===== src/logic/sirq_consts.vh =====
// register offsets, field positions and reset values of the serial port control block
`ifndef SIRQ_CONSTS_VH
`define SIRQ_CONSTS_VH
`define SIRQ_ADDR_CTRL     2'h0
`define SIRQ_ADDR_STAT     2'h1
`define SIRQ_ADDR_DATA     2'h2
`define SIRQ_ADDR_BREAK    2'h3
`define SIRQ_CTRL_RXIE     0
`define SIRQ_CTRL_MASTER   1
`define SIRQ_CTRL_PEN      2
`define SIRQ_CTRL_TXIE     3
`define SIRQ_CTRL_RESET    8'h0_2
`define SIRQ_STAT_ERROR_IRQ_ENABLE    0
`define SIRQ_STAT_MFDE     1
`define SIRQ_STAT_MODE_FAULT_FLAG     2
`define SIRQ_STAT_TXE      3
`define SIRQ_STAT_OVRN     4
`define SIRQ_STAT_RXF      5
`define SIRQ_STAT_RESET    8'h0_0
`define SIRQ_BRK_BCE       0
`define SIRQ_DIV_HALF      4'h4
`endif


===== src/logic/sirq_ctrl.v =====
// byte-wide serial port: flags, interrupt gating, transmit queue, resets, break control
// What this block does
// RULE1 - transmit request is empty flag and transmit enable
// RULE2 - receive-full request needs receive enable and port enable
// RULE3 - one error enable gates both overrun and mode fault
// RULE4 - mode fault never sets while mode fault detect enable is low
// RULE5 - receive-full sets on every byte moved into receive data
// RULE6 - receive-full and error flags share one receive/error request
// RULE7 - empty flag sets whenever a byte moves into the shift register
// RULE8 - data register write clears empty flag and queues the byte
// RULE9 - master starts a queued byte right after the previous one, no gap
// RULE10 - software writes data only while empty flag is high
// RULE11 - status read with receive-full set, then data read, clears it
// RULE12 - slave resends last shift register contents if nothing queued
// RULE13 - port disabled: empty set, transfer aborted, shifter and count cleared
// RULE14 - only system reset resets control bits (master select to 1, rest to 0) and sticky flags
// RULE15 - master mode fault with detection clears the port enable
// RULE16 - wait mode keeps running; enabled requests wake the processor
// RULE17 - stop halts keeping registers; reset while stopped resets fully
// RULE18 - break with clear enable low freezes flags; two-step finishes after
// RULE19 - break with clear enable high: cleared flags stay cleared
// RULE20 - break with clear enable low: data writes have no effect
// RULE21 - overrun sets at bit-1 capture while receive data unread; old kept
// RULE22 - mode fault clears by status read then control write, no fault present
// RULE23 - master with detection sets mode fault while slave select is low
// RULE24 - interrupt requests are levels held while flag and enables hold
// RULE25 - flags change on bus clock; set wins over simultaneous clear
`include "sirq_consts.vh"
module sirq_ctrl #(
    parameter DIV_HALF = `SIRQ_DIV_HALF
) (
    // clock and reset
    input  wire       clk_i,
    input  wire       rstn_i,
    // register port
    input  wire [1:0] addr_i,
    input  wire [7:0] wdata_i,
    input  wire       wr_i,
    input  wire       rd_i,
    output reg  [7:0] rdata_o,
    // system state
    input  wire       stop_i,
    input  wire       break_i,
    // serial pins
    input  wire       sck_i,
    output wire       sck_o,
    output wire       sck_oe_o,
    input  wire       mosi_i,
    output wire       mosi_o,
    output wire       mosi_oe_o,
    input  wire       miso_i,
    output wire       miso_o,
    output wire       miso_oe_o,
    input  wire       ssn_i,
    // interrupt requests
    output wire       tx_irq_o,
    output wire       rx_err_irq_o,
    output wire       wake_o
);
    reg        rst_s1_r, rst_s2_r;
    wire       rstn = rst_s2_r;
    always @(posedge clk_i or negedge rstn_i) begin
        if (!rstn_i) begin
            rst_s1_r <= 1'b0;
            rst_s2_r <= 1'b0;
        end else begin
            rst_s1_r <= 1'b1;
            rst_s2_r <= rst_s1_r;
        end
    end

    // pin synchronisers; first stage read only by second
    reg [2:0] sck_s_r, ss_s_r, mosi_s_r, miso_s_r;
    always @(posedge clk_i or negedge rstn) begin
        if (!rstn) begin
            sck_s_r  <= 3'h0;
            ss_s_r   <= 3'h7;
            mosi_s_r <= 3'h0;
            miso_s_r <= 3'h0;
        end else begin
            sck_s_r  <= {sck_s_r[1:0], sck_i};
            ss_s_r   <= {ss_s_r[1:0], ssn_i};
            mosi_s_r <= {mosi_s_r[1:0], mosi_i};
            miso_s_r <= {miso_s_r[1:0], miso_i};
        end
    end
    wire sck_rise = sck_s_r[1] & ~sck_s_r[2];
    wire sck_fall = ~sck_s_r[1] & sck_s_r[2];
    wire ss_low   = ~ss_s_r[1];
    wire ss_fall  = ~ss_s_r[1] & ss_s_r[2];

    // control bits
    reg       rx_irq_enable_r, master_select_r, port_enable_r, tx_irq_enable_r;
    reg       error_irq_enable_r, mode_fault_detect_enable_r, break_clear_enable_r;
    // flags
    reg       tx_empty_flag_r, rx_full_flag_r, overrun_flag_r, mode_fault_flag_r;
    reg       rxf_armed_r, mode_fault_flag_armed_r, ovr_lost_r;
    // data path
    reg [7:0] tx_data_r, rx_data_r, shift_r;
    reg [3:0] bit_cnt_r;
    reg       busy_r, sck_r;
    reg [3:0] div_r;
    reg       mosi_r, miso_r;

    wire run      = port_enable_r & ~stop_i;                         // RULE16 RULE17
    wire freeze   = break_i & ~break_clear_enable_r;                 // RULE18 RULE19
    wire st_rd    = rd_i & (addr_i == `SIRQ_ADDR_STAT);
    wire dat_rd   = rd_i & (addr_i == `SIRQ_ADDR_DATA);
    wire dat_wr   = wr_i & (addr_i == `SIRQ_ADDR_DATA) & ~freeze;    // RULE20
    wire ctl_wr   = wr_i & (addr_i == `SIRQ_ADDR_CTRL);
    wire mode_fault_flag_cond = master_select_r & mode_fault_detect_enable_r & ss_low & port_enable_r;
    wire mode_fault_flag_set = mode_fault_flag_cond;                                       // RULE4 RULE23
    wire slave_sel = ~master_select_r & ss_low;

    // master clock divider: half period counts
    wire div_tick = (div_r == DIV_HALF[3:0] - 4'h1);
    wire m_edge   = busy_r & master_select_r & div_tick;
    wire cap      = master_select_r ? (m_edge & ~sck_r) : (slave_sel & sck_rise);
    wire shf      = master_select_r ? (m_edge & sck_r) : (slave_sel & sck_fall);
    wire rx_in    = master_select_r ? miso_s_r[1] : mosi_s_r[1];
    wire done     = shf & (bit_cnt_r == 4'h7);
    wire bit1_cap = cap & (bit_cnt_r == 4'h0);
    wire ovr_set  = bit1_cap & rx_full_flag_r;                       // RULE21
    wire rxf_set  = done & ~overrun_flag_r & ~ovr_set & ~ovr_lost_r; // RULE5
    wire load_m   = master_select_r & ~tx_empty_flag_r & (~busy_r | done); // RULE9
    wire load_s   = ~master_select_r & ~tx_empty_flag_r & ss_fall & ~busy_r;
    wire load     = run & (load_m | load_s);                         // RULE7

    always @(posedge clk_i or negedge rstn) begin
        if (!rstn) begin                                             // RULE14 RULE17
            rx_irq_enable_r            <= 1'b0;
            master_select_r            <= 1'b1;
            port_enable_r              <= 1'b0;
            tx_irq_enable_r            <= 1'b0;
            error_irq_enable_r         <= 1'b0;
            mode_fault_detect_enable_r <= 1'b0;
            break_clear_enable_r       <= 1'b0;
            rx_full_flag_r             <= 1'b0;
            overrun_flag_r             <= 1'b0;
            mode_fault_flag_r          <= 1'b0;
            rxf_armed_r                <= 1'b0;
            mode_fault_flag_armed_r               <= 1'b0;
            ovr_lost_r                 <= 1'b0;
            rx_data_r                  <= 8'h00;
            tx_data_r                  <= 8'h00;
        end else begin
            if (ctl_wr) begin
                rx_irq_enable_r <= wdata_i[`SIRQ_CTRL_RXIE];
                master_select_r <= wdata_i[`SIRQ_CTRL_MASTER];
                port_enable_r   <= wdata_i[`SIRQ_CTRL_PEN];
                tx_irq_enable_r <= wdata_i[`SIRQ_CTRL_TXIE];
            end
            if (wr_i && addr_i == `SIRQ_ADDR_STAT) begin
                error_irq_enable_r         <= wdata_i[`SIRQ_STAT_ERROR_IRQ_ENABLE];
                mode_fault_detect_enable_r <= wdata_i[`SIRQ_STAT_MFDE];
            end
            if (wr_i && addr_i == `SIRQ_ADDR_BREAK)
                break_clear_enable_r <= wdata_i[`SIRQ_BRK_BCE];
            if (dat_wr)
                tx_data_r <= wdata_i;
            if (rxf_set)
                rx_data_r <= shift_r;                                 // RULE21
            // two-step arms; frozen in break so first step survives
            if (st_rd && !freeze) begin
                rxf_armed_r  <= rx_full_flag_r;
                mode_fault_flag_armed_r <= mode_fault_flag_r;
            end
            if (rxf_set | ovr_set)
                rx_full_flag_r <= 1'b1;                               // RULE25
            else if (dat_rd && rxf_armed_r && !freeze) begin          // RULE11
                rx_full_flag_r <= 1'b0;
                rxf_armed_r    <= 1'b0;
            end
            if (ovr_set)
                overrun_flag_r <= 1'b1;
            else if (dat_rd && !freeze && !rx_full_flag_r)
                overrun_flag_r <= 1'b0;
            // byte caught in overrun stays lost even if the flag is cleared mid-byte
            if (ovr_set)
                ovr_lost_r <= 1'b1;                                   // RULE21
            else if (done || !port_enable_r)
                ovr_lost_r <= 1'b0;
            if (mode_fault_flag_set) begin
                mode_fault_flag_r <= 1'b1;                           // RULE25
                port_enable_r     <= 1'b0;                            // RULE15
            end else if (ctl_wr && mode_fault_flag_armed_r && !freeze) begin     // RULE22
                mode_fault_flag_r <= 1'b0;
                mode_fault_flag_armed_r      <= 1'b0;
            end
        end
    end

    // transfer engine; partial reset while disabled
    always @(posedge clk_i or negedge rstn) begin
        if (!rstn) begin
            tx_empty_flag_r <= 1'b1;
            shift_r         <= 8'h00;
            bit_cnt_r       <= 4'h0;
            busy_r          <= 1'b0;
            sck_r           <= 1'b0;
            div_r           <= 4'h0;
            mosi_r          <= 1'b0;
            miso_r          <= 1'b0;
        end else if (!port_enable_r) begin                            // RULE13
            tx_empty_flag_r <= 1'b1;
            shift_r         <= 8'h00;
            bit_cnt_r       <= 4'h0;
            busy_r          <= 1'b0;
            sck_r           <= 1'b0;
            div_r           <= 4'h0;
        end else if (!stop_i) begin
            if (load)
                tx_empty_flag_r <= 1'b1;                             // RULE7 RULE25
            else if (dat_wr)
                tx_empty_flag_r <= 1'b0;                             // RULE8 RULE10
            if (busy_r && master_select_r)
                div_r <= div_tick ? 4'h0 : div_r + 4'h1;
            if (m_edge)
                sck_r <= ~sck_r;
            if (load) begin
                shift_r   <= tx_data_r;
                bit_cnt_r <= 4'h0;
                busy_r    <= 1'b1;
                div_r     <= 4'h0;
                mosi_r    <= tx_data_r[7];
                miso_r    <= tx_data_r[7];
            end else begin
                if (~master_select_r && ss_fall && !busy_r) begin     // RULE12
                    busy_r <= 1'b1;
                    miso_r <= shift_r[7];
                end
                if (cap)
                    shift_r <= {shift_r[6:0], rx_in};
                if (shf) begin
                    bit_cnt_r <= bit_cnt_r + 4'h1;
                    mosi_r    <= shift_r[7];
                    miso_r    <= shift_r[7];
                end
                if (done) begin
                    busy_r    <= 1'b0;
                    bit_cnt_r <= 4'h0;
                end
                if (~master_select_r && !ss_low) begin
                    busy_r    <= 1'b0;
                    bit_cnt_r <= 4'h0;
                end
            end
        end
    end

    // pin drive; released to general purpose when disabled
    assign sck_o     = sck_r;
    assign sck_oe_o  = port_enable_r & master_select_r;
    assign mosi_o    = mosi_r;
    assign mosi_oe_o = port_enable_r & master_select_r;
    assign miso_o    = miso_r;
    assign miso_oe_o = port_enable_r & slave_sel;

    // level requests
    assign tx_irq_o     = tx_empty_flag_r & tx_irq_enable_r;                       // RULE1 RULE24
    assign rx_err_irq_o = (rx_full_flag_r & rx_irq_enable_r & port_enable_r)     // RULE2 RULE6
                        | (error_irq_enable_r & (overrun_flag_r | mode_fault_flag_r)); // RULE3
    assign wake_o       = tx_irq_o | rx_err_irq_o;                                // RULE16

    always @(posedge clk_i or negedge rstn) begin
        if (!rstn)
            rdata_o <= 8'h00;
        else if (rd_i) begin
            case (addr_i)
            `SIRQ_ADDR_CTRL:  rdata_o <= {4'h0, tx_irq_enable_r, port_enable_r,
                                          master_select_r, rx_irq_enable_r};
            `SIRQ_ADDR_STAT:  rdata_o <= {2'h0, rx_full_flag_r, overrun_flag_r,
                                          tx_empty_flag_r, mode_fault_flag_r,
                                          mode_fault_detect_enable_r, error_irq_enable_r};
            `SIRQ_ADDR_DATA:  rdata_o <= rx_data_r;
            default:          rdata_o <= {7'h00, break_clear_enable_r};
            endcase
        end else
            rdata_o <= 8'h00;
    end
endmodule // sirq_ctrl


===== config.mk =====
export PLATFORM = sky130hd
export DESIGN_NAME = sirq_ctrl
export DESIGN_NICKNAME = d
export VERILOG_FILES = /design/src/logic/sirq_ctrl.v
export VERILOG_INCLUDE_DIRS = /design/src /design/src/logic
export SDC_FILE = /design/constraint.sdc
export NUM_CORES = 1
export LEC_CHECK = 0
export ABC_CLOCK_PERIOD_IN_PS = 2200
export BUFFER_PORTS_ARGS = -buffer_cell sky130_fd_sc_hd__buf_2
export CORE_ASPECT_RATIO = 0.9
export CORE_MARGIN = 2
export CORE_UTILIZATION = 30
export DETAILED_ROUTE_END_ITERATION = 8
export GPL_ROUTABILITY_DRIVEN = 0
export PLACE_DENSITY_LB_ADDON = 0.08
export SLEW_MARGIN = 20
export SYNTH_ARGS = -nofsm -noshare
export SYNTH_HDL_FRONTEND = slang
export SYNTH_SLANG_ARGS = --single-unit
export TNS_END_PERCENT = 30

===== constraint.sdc =====
create_clock -name clk_i -period 2.2 [get_ports clk_i]
set_input_delay 0.22 -clock clk_i [delete_from_list [all_inputs] [get_ports clk_i]]
set_output_delay 0.22 -clock clk_i [all_outputs]
set_load 0.005 [all_outputs]

# ---- Yosys cells after proc, flatten, opt, wreduce, memory -nomap -nowiden
# Cells that the tools add are included.
dict set report op_classes {
  n_addsub 2
  eq_ne 12
  mux 54
  n_bitwise 57
  reduce_logical 35
}
# operator n
set ops {}
lappend ops {{$mux W4} 11}
lappend ops {{$mux W8} 5}
lappend ops {{$and A1 B1 Y1} 38}
lappend ops {{$mux W1} 37}
lappend ops {{$pmux W8 S3} 1}
lappend ops {{$logic_and A1 B1 Y1} 13}
lappend ops {{$not A1 Y1} 13}
lappend ops {{$reduce_and A2 Y1} 6}
lappend ops {{$reduce_bool A2 Y1} 6}
lappend ops {{$ne A5 B1 Y1 const B} 2}
lappend ops {{$ne A3 B1 Y1 const B} 3}
lappend ops {{$add A4 B1 Y4 const B} 2}
lappend ops {{$or A1 B1 Y1} 6}
lappend ops {{$reduce_and A3 Y1} 2}
lappend ops {{$eq A2 B2 Y1 const B} 2}
lappend ops {{$eq A4 B2 Y1 const B} 1}
lappend ops {{$eq A4 B3 Y1 const B} 1}
lappend ops {{$logic_not A1 Y1} 4}
lappend ops {{$logic_not A4 Y1} 1}
lappend ops {{$reduce_bool A3 Y1} 1}
lappend ops {{$eq A2 B1 Y1 const B} 1}
lappend ops {{$logic_not A2 Y1} 1}
lappend ops {{$ne A2 B1 Y1 const B} 1}
lappend ops {{$ne A2 B2 Y1 const B} 1}
lappend ops {{$logic_or A1 B1 Y1} 1}
dict set report word_totals {
  reg_bits 70
  input_bits 20
  output_inout_bits 17
  word_cells 190
}

# ---- Depth between registers and ports, before layout
# Gate-level depths: netlist (run 1).
dict set report logic_depth {
  depth_word 12
  depth_mapped 7
  depth_no_buf 6
}

# ---- Least setup slack after synthesis (run 1)
# Ideal clock, no wire load.
dict set report synth_timing {
  path_kind {register -> register}
  from {register div_r[0]}
  to {register rx_data_r[0]}
  setup_time_ns 0.125
  arrival_ns 2.106
  required_ns 2.075
  slack_ns -0.031
  stages_incl_launch_ff 8
  n_path_buf 1
  period_less_slack_ns 2.231
  path_cell_list {dfrtp_1 ha_1 or3b_4 o31a_1 nor4_4 or4_1 buf_6 mux2_4}
}
dict set report synth_via {
  elab_chain_len 9
  elab_cells_between_ends 13
  cone_classes {1 x eq/ne; 2 x mux; 10 x bitwise}
}
# item line_no
set synth_rtl {}
lappend synth_rtl {{start, declared} sirq_ctrl.v:102} ;# reg [3:0] div_r;
lappend synth_rtl {{start signal, assigned} sirq_ctrl.v:217} ;# div_r <= div_tick ? 4'h0 : div_r + 4'h1;
lappend synth_rtl {{$eq A4 B2 Y1 *} sirq_ctrl.v:116} ;# wire div_tick = (div_r == DIV_HALF[3:0] - 4'h1);
lappend synth_rtl {{$and A1 B1 Y1 *} sirq_ctrl.v:117} ;# wire m_edge = busy_r & master_select_r & div_tick;
lappend synth_rtl {{$and A1 B1 Y1} sirq_ctrl.v:118} ;# wire cap = master_select_r ? (m_edge & ~sck_r) : (slave_sel & sck_rise);
lappend synth_rtl {{$mux W1} sirq_ctrl.v:118}
lappend synth_rtl {{$and A1 B1 Y1} sirq_ctrl.v:122} ;# wire bit1_cap = cap & (bit_cnt_r == 4'h0);
lappend synth_rtl {{$and A1 B1 Y1} sirq_ctrl.v:123} ;# wire ovr_set = bit1_cap & rx_full_flag_r;
lappend synth_rtl {{$not A1 Y1} sirq_ctrl.v:124} ;# wire rxf_set = done & ~overrun_flag_r & ~ovr_set & ~ovr_lost_r;
lappend synth_rtl {{$and A1 B1 Y1 * (2 in series)} sirq_ctrl.v:124}
lappend synth_rtl {{end signal, assigned} sirq_ctrl.v:162} ;# rx_data_r <= shift_r;
lappend synth_rtl {{end, declared} sirq_ctrl.v:99} ;# reg [7:0] tx_data_r, rx_data_r, shift_r;
# Mark *: on every way between the ends. The rest lies on a longest branch, timed or not.
# A chain may end at the register's enable or synchronous reset.

# ---- Worst setup path after layout (run 1)
dict set report layout_timing {
  from {register div_r[0]}
  to {register rx_data_r[7]}
}
# Same word-level chain as after synthesis.

==> results of run 1 <==
[routing by layer]
layer / vias up / GRT usage [%]
li1: 1135 / -
met5: - / 0
met3: 6 / 4.745
met2: 50 / 19.99
met1: 1068 / 22.57
met4: 0 / 4.784
[how the worst max path moves through the flow]
stage          startpoint            to  slack, ns  depth (start not counted)
6_report         div_r[0]  rx_data_r[7]       0.05                          7
5_1_grt          div_r[0]  rx_data_r[7]      -0.03                          7
4_1_cts          div_r[0]  rx_data_r[7]     0.0008                          7
3_5_place_dp     div_r[0]  rx_data_r[7]      -0.07                          7
3_3_place_gp     div_r[0]  rx_data_r[7]      -0.04                          7
2_1_floorplan    div_r[0]  rx_data_r[0]       0.02                          7
[power by group]
part | leakage, nW | switching [mW] | total [mW] | internal (mW)
combinational | 0.873 | 0.284 | 0.562 | 0.278
sequential | 0.895 | 0.134 | 1.58 | 1.45
clock | 0.144 | 0.510 | 1.45 | 0.941
[critical path: stages, from the launching register on]
cell	delay (ns)
dfrtp_1	0.35
ha_2	0.19
nor3b_4	0.20
a41o_2	0.24
nand2_2	0.06
or4_4	0.53
buf_12	0.16
mux2_4	0.28
[placed cells by master (no fill, tap or decap), drive strengths merged, types with 10 or more instances in the layout]
cell type and instances:
mux2i 14, nor2 11, mux2 23, a21oi 18
clkbuf 15, and2 10, o21ai 18, dfrtp 65
nand2 19, buf 64
[registers in the layout, summed over array words and instances, names as in the netlist, 2 cells and up]
name and count:
rx_data_r 8, ss_s_r 3, mosi_s_r 2, tx_data_r 8, shift_r 8, miso_s_r 2, div_r 4, sck_s_r 3
bit_cnt_r 4, rdata_o 8
[kinds of logic after synthesis]
| logic type | Yosys count | synth area share (%) |
|---|---|---|
| other | 1 | 0.1167 |
| buffers and inverters | 16 | 2.297 |
| AO/OA/AOI/OAI | 57 | 11.17 |
| flip-flops | 70 | 54.69 |
| XOR/XNOR | 2 | 0.5451 |
| AND/OR/NAND/NOR | 87 | 15.96 |
| adder cells (fa/ha/maj) | 3 | 1.168 |
| multiplexers | 38 | 14.05 |
[repair_timing]
action,in CTS,in global routing
hold buffers,5,0
endpoints found under the setup margin,8,16
pin swaps,5,4
buffers inserted,1,1
hold endpoints to repair,6,0
cloned,1,0
resized for setup,5,0
[stage by stage]
stage               cell area (um2)  utilization, %
floorplan                      3214               -
global placement               3744           36.22
detailed placement             3744           36.22
CTS                            4141           40.07
global route                   4149           40.15
finish                         4149           40.15
[cell type report]
type                    count  share of cell area, %
clock buffers              15                  6.454
clock inverters             1                 0.7238
inverters                   6                 0.5428
multi-input cells         188                  33.69
flip-flops and latches     70                  42.40
well taps                 129                  3.890
repair buffers             69                  12.30
==> impl_metrics.csv, run 1 <==
group,metric,value,unit
run_status,status,"complete, but fails checks",
run_status,violations,"DRC",
worst_setup_path,path_class,"flip-flop to flip-flop",
timing,final.setup.tns,0,ns
drt,wirelength,7611,um
yosys,synth_area_leaders,"dfrtp_1 (51%), mux2_2 (5.3%), mux2i_1 (4.4%)",
global_routing,track_usage,14.90,%
floorplanning,core,10330,um2
yosys,netlist_area,3214,um2
yosys,ys_types,52,
worst_setup_path,arrival,2.37,ns
clocking,cts_buffers,9,
yosys,postSynth.asyncResetShare,100.0,%
power_and_ir_drop,total_power,3.594,mW
layout,layout.nets,367,
worst_setup_path,r2r-end,"rx_data_r[7]",
global_routing,grt_pass1_vias,2370,
global_routing,grt_max_degree,42,
placement,dp_hpwl,5541,um
timing,setup_violations,0,
worst_setup_path,crit_required,2.41,ns
layout,antenna_cells,0,
floorplanning,start_util,31.10,%
worst_setup_path,cp_max_fo,5,
min_path,min_path_cells,2,
drt,drt_iter0_drc,69,
yosys,synth-seq-cells,70,
yosys,post-synth-top-count-cell,"dfrtp_1",
min_path,hold_class,"primary input to flip-flop",
floorplanning,io_pins,37,
floorplanning,die_h,102.2,um
clocking,cts_sinks,70,
yosys,yosys-top-cells-count,"dfrtp_1 (65), nand2_1 (19), a21oi_1 (18), o21ai_0 (18), mux2_2 (15)",
floorplanning,dieArea,11560,um2
placement,pre_cts_ws,-0.06628,ns
run,cap_violations,0,
placement,dp.cells,454,
clocking,htreeDepth,3,
worst_setup_path,critPathLaunchType,"flip-flop",
timing,finClkSkew,0.004501,ns
drt,vias,2259,
layout,nFillCells,1019,
layout,layout-drive-gt1-share,34.10,%
layout,ff_latch_area,1759,um2
timing,fin_crit_sh,97.80,%
floorplanning,rows,35,
yosys,syn_inst,274,
timing,finalHoldViolCount,0,
drt,first_pass_iters,7,
yosys,ys_warn_count,0,
timing,rsz0062_at_grt,"true",
yosys,syn-num-nets,297,
clocking,clkTransAtPathRegs,0.06,ns
drt,wl_met3,342,um
drt,remaining_drc_errors,3,
clocking,clk_path_buf_depth,2,
timing,fin_crit,2.152,ns
drt,wl_per_cell,15.92,um
yosys,synth_edf_count,0,
drt,vias_per_cell,4.726,
timing,slew_headroom,55.53,%
yosys,synth-seq-area-share,54.69,%
yosys,synth_top_area_share,50.60,%
global_routing,grt_first_pass_wirelength,12940,um
drt,wl_met1,4186,um
drt,top_layer,"met4",
global_routing,grt_antenna_before_repair,0,
placement,io_buffers,36,
layout,syn2layout_area_growth,29.08,%
worst_setup_path,endpoint_kind,"flip-flop",
clocking,cts_tree,"built",
drt,postRouteAntennaNets,0,
clocking,clk_latency,0.33,ns
timing,holdWs,0.1186,ns
timing,setup_ws,0.04838,ns
timing,tightest_slew,0.6670,ns
layout,multiInputGateArea,1398,um2
drt,route.met2.wl,3023,um
min_path,min_to,"tx_data_r[5]",
floorplanning,die_w,113.1,um
worst_setup_path,rr_worst_depth,7,
yosys,avgSynthCellArea,11.73,um2
layout,final_cells,478,
global_routing,gr-total-overflow,0,
timing,fmax,464.8,MHz
yosys,yosysTopAreaCell,"dfrtp_1",
power_and_ir_drop,peakVddDrop,456.0,uV
clocking,clock-root-buffer,"clkbuf_16",
worst_setup_path,rr_startpoint,"div_r[0]",
min_path,worstHoldStart,"wdata_i[5]",
yosys,synth_flop_cell,"dfrtp_1",
power_and_ir_drop,p_per_area,866.2,nW/um2
timing,slew_violations,0,
worst_setup_path,r2r_slack,0.05,ns
power_and_ir_drop,power.leakage,1.912,nW
Note: power is estimated with default switching activity, not from simulation.
==> run 2, diff against run 1 <==
Settings changed: ABC_CLOCK_PERIOD_IN_PS 2200 to 2300, REMOVE_ABC_BUFFERS from default to 1.
Clock period 2.2 ns to 2.3 ns, I/O delays scaled along.
==> impl_metrics.csv, run 2 (synthesis results as in run 1) <==
group,metric,value,unit
run_status,status,"complete, but fails checks",
floorplanning,start_util,31.10,%
worst_setup_path,path_class,"flip-flop to flip-flop",
floorplanning,die_w,113.1,um
layout,final_cells,474,
power_and_ir_drop,combPwrFrac,15.6,%
power_and_ir_drop,p_switching,941.3,uW
clocking,cts_buffers,9,
clocking,cts_sinks,70,
layout,multiInputGateArea,1389,um2
layout,antenna_cells,0,
power_and_ir_drop,switching_share,27.46,%
timing,slew_headroom,64.96,%
timing,fin_crit,2.190,ns
layout,layout.nets,363,
global_routing,grt_first_pass_wirelength,12850,um
min_path,hold_class,"primary input to flip-flop",
global_routing,track_usage,14.81,%
power_and_ir_drop,total_power,3.428,mW
layout,layout-drive-gt1-share,34.20,%
global_routing,grt_max_degree,48,
worst_setup_path,cp_max_fo,10,
timing,setup_ws,0.1099,ns
clocking,clock-root-buffer,"clkbuf_16",
timing,fin_crit_sh,95.22,%
worst_setup_path,crit_slowest_cell,"or4_4",
layout,ff_latch_area,1759,um2
drt,wl_per_cell,16.67,um
power_and_ir_drop,seqPwrFrac,43.9,%
drt,wirelength,7903,um
power_and_ir_drop,p_per_area,843.1,nW/um2
worst_setup_path,slowest_delay,0.53,ns
layout,post-route-util,39.35,%
layout,final_cell_mix,"dfrtp_1 (64), buf_2 (36), buf_4 (22)",
worst_setup_path,path_cells,"ha_2, or3b_4, o31a_1, nor4_4, or4_4, buf_12, mux2_4",
clocking,clk_path_buf_depth,2,
drt,vias,2313,
placement,post_dp_cell_area,3696,um2
global_routing,grt_antenna_before_repair,0,
clocking,htreeDepth,3,
timing,finClkSkew,0.009441,ns
floorplanning,rows,35,
drt,drt_iter0_drc,98,
placement,dp_hpwl,5761,um
global_routing,gr-total-overflow,0,
floorplanning,die_h,102.2,um
timing,fmax,456.6,MHz
worst_setup_path,crit_family,"simple AND/OR/NAND/NOR gates",
worst_setup_path,critPathLaunchType,"flip-flop",
worst_setup_path,endpoint_kind,"flip-flop",
floorplanning,dieArea,11560,um2
clocking,cts_tree,"built",
worst_setup_path,arrival,2.41,ns
clocking,clk_latency,0.34,ns
run,cap_violations,0,
floorplanning,core,10330,um2
drt,remaining_drc_errors,4,
worst_setup_path,crit_required,2.52,ns
timing,rsz0062_at_grt,"false",
layout,final_area,4066,um2
timing,slew_violations,0,
drt,postRouteAntennaNets,0,
power_and_ir_drop,power.leakage,1.880,nW
drt,first_pass_iters,6,
layout,nFillCells,1030,
timing,holdWs,0.1229,ns
drt,vias_per_cell,4.880,
power_and_ir_drop,pwr-share-clk,40.5,%
floorplanning,io_pins,37,
layout,final_common_cell,"dfrtp_1",
placement,pre_cts_ws,0.01503,ns
placement,dp.cells,451,
clocking,clkTransAtPathRegs,0.06,ns
placement,io_buffers,36,
worst_setup_path,crit_buf_inv,1,
power_and_ir_drop,peakVddDrop,427.6,uV
timing,setup_violations,0,
timing,finalHoldViolCount,0,
timing,final.setup.tns,0,ns
run_status,violations,"DRC",
timing,tightest_slew,0.5256,ns
global_routing,grt_pass1_vias,2295,
layout,syn2layout_area_growth,26.51,%
power_and_ir_drop,p_int,2.487,mW
## run 2: cell types whose count changed in the layout (fill, tap and decap cells not counted), moves of 2 or more
cell,delta
clkbuf_1,-4
buf_12,-2
clkinv_4,+2
clkbuf_8,-2
clkinv_2,+2
## run 2: power groups by stage
stage / clock network [mW] / logic, mW / registers, mW
6_report: 1.39 / 0.535 / 1.51
4_1_cts: 1.43 / 0.544 / 1.51
3_3_place_gp: 0 / 0.536 / 1.53
5_1_grt: 1.49 / 0.604 / 1.53
2_1_floorplan: 0 / 0.278 / 1.52
3_5_place_dp: 0 / 0.534 / 1.53
## run 2: final timing paths
path | startpoint | endpoint | slack (ns) | cells after the start
min reg2reg | rst_s2_r | bit_cnt_r[1] | 0.25 | 0
max reg2reg | div_r[0] | rx_data_r[6] | 0.11 | 7
max | div_r[0] | rx_data_r[6] | 0.11 | 7
min | wdata_i[4] | tx_data_r[4] | 0.12 | 2
min in group asynchronous | rstn_i | rst_s2_r | 0.20 | 2
max in group asynchronous | rst_s2_r | tx_empty_flag_r | 1.38 | 1
## run 2: what timing repair did
item	4_1_cts	5_1_grt
gates resized for setup	0	2
hold buffers	5	0
endpoints found under the setup margin	0	8
buffers inserted	0	2
endpoints found under the hold margin	6	0
## run 2: cell type report
class / count / share of cell area [%]
Sequential cell: 70 / 43.26
Multi-Input combinational cell: 188 / 34.15
Timing Repair Buffer: 65 / 10.71
Clock buffer: 9 / 5.538
Tap cell: 129 / 3.969
Clock inverter: 7 / 1.815
Inverter: 6 / 0.5538
## run 2: per-layer routing
layer	track usage [%]	share of wire (%)
met1	21.92	54
met2	19.85	40
met3	5.160	3.7
met4	5.347	1.8
met5	0	0
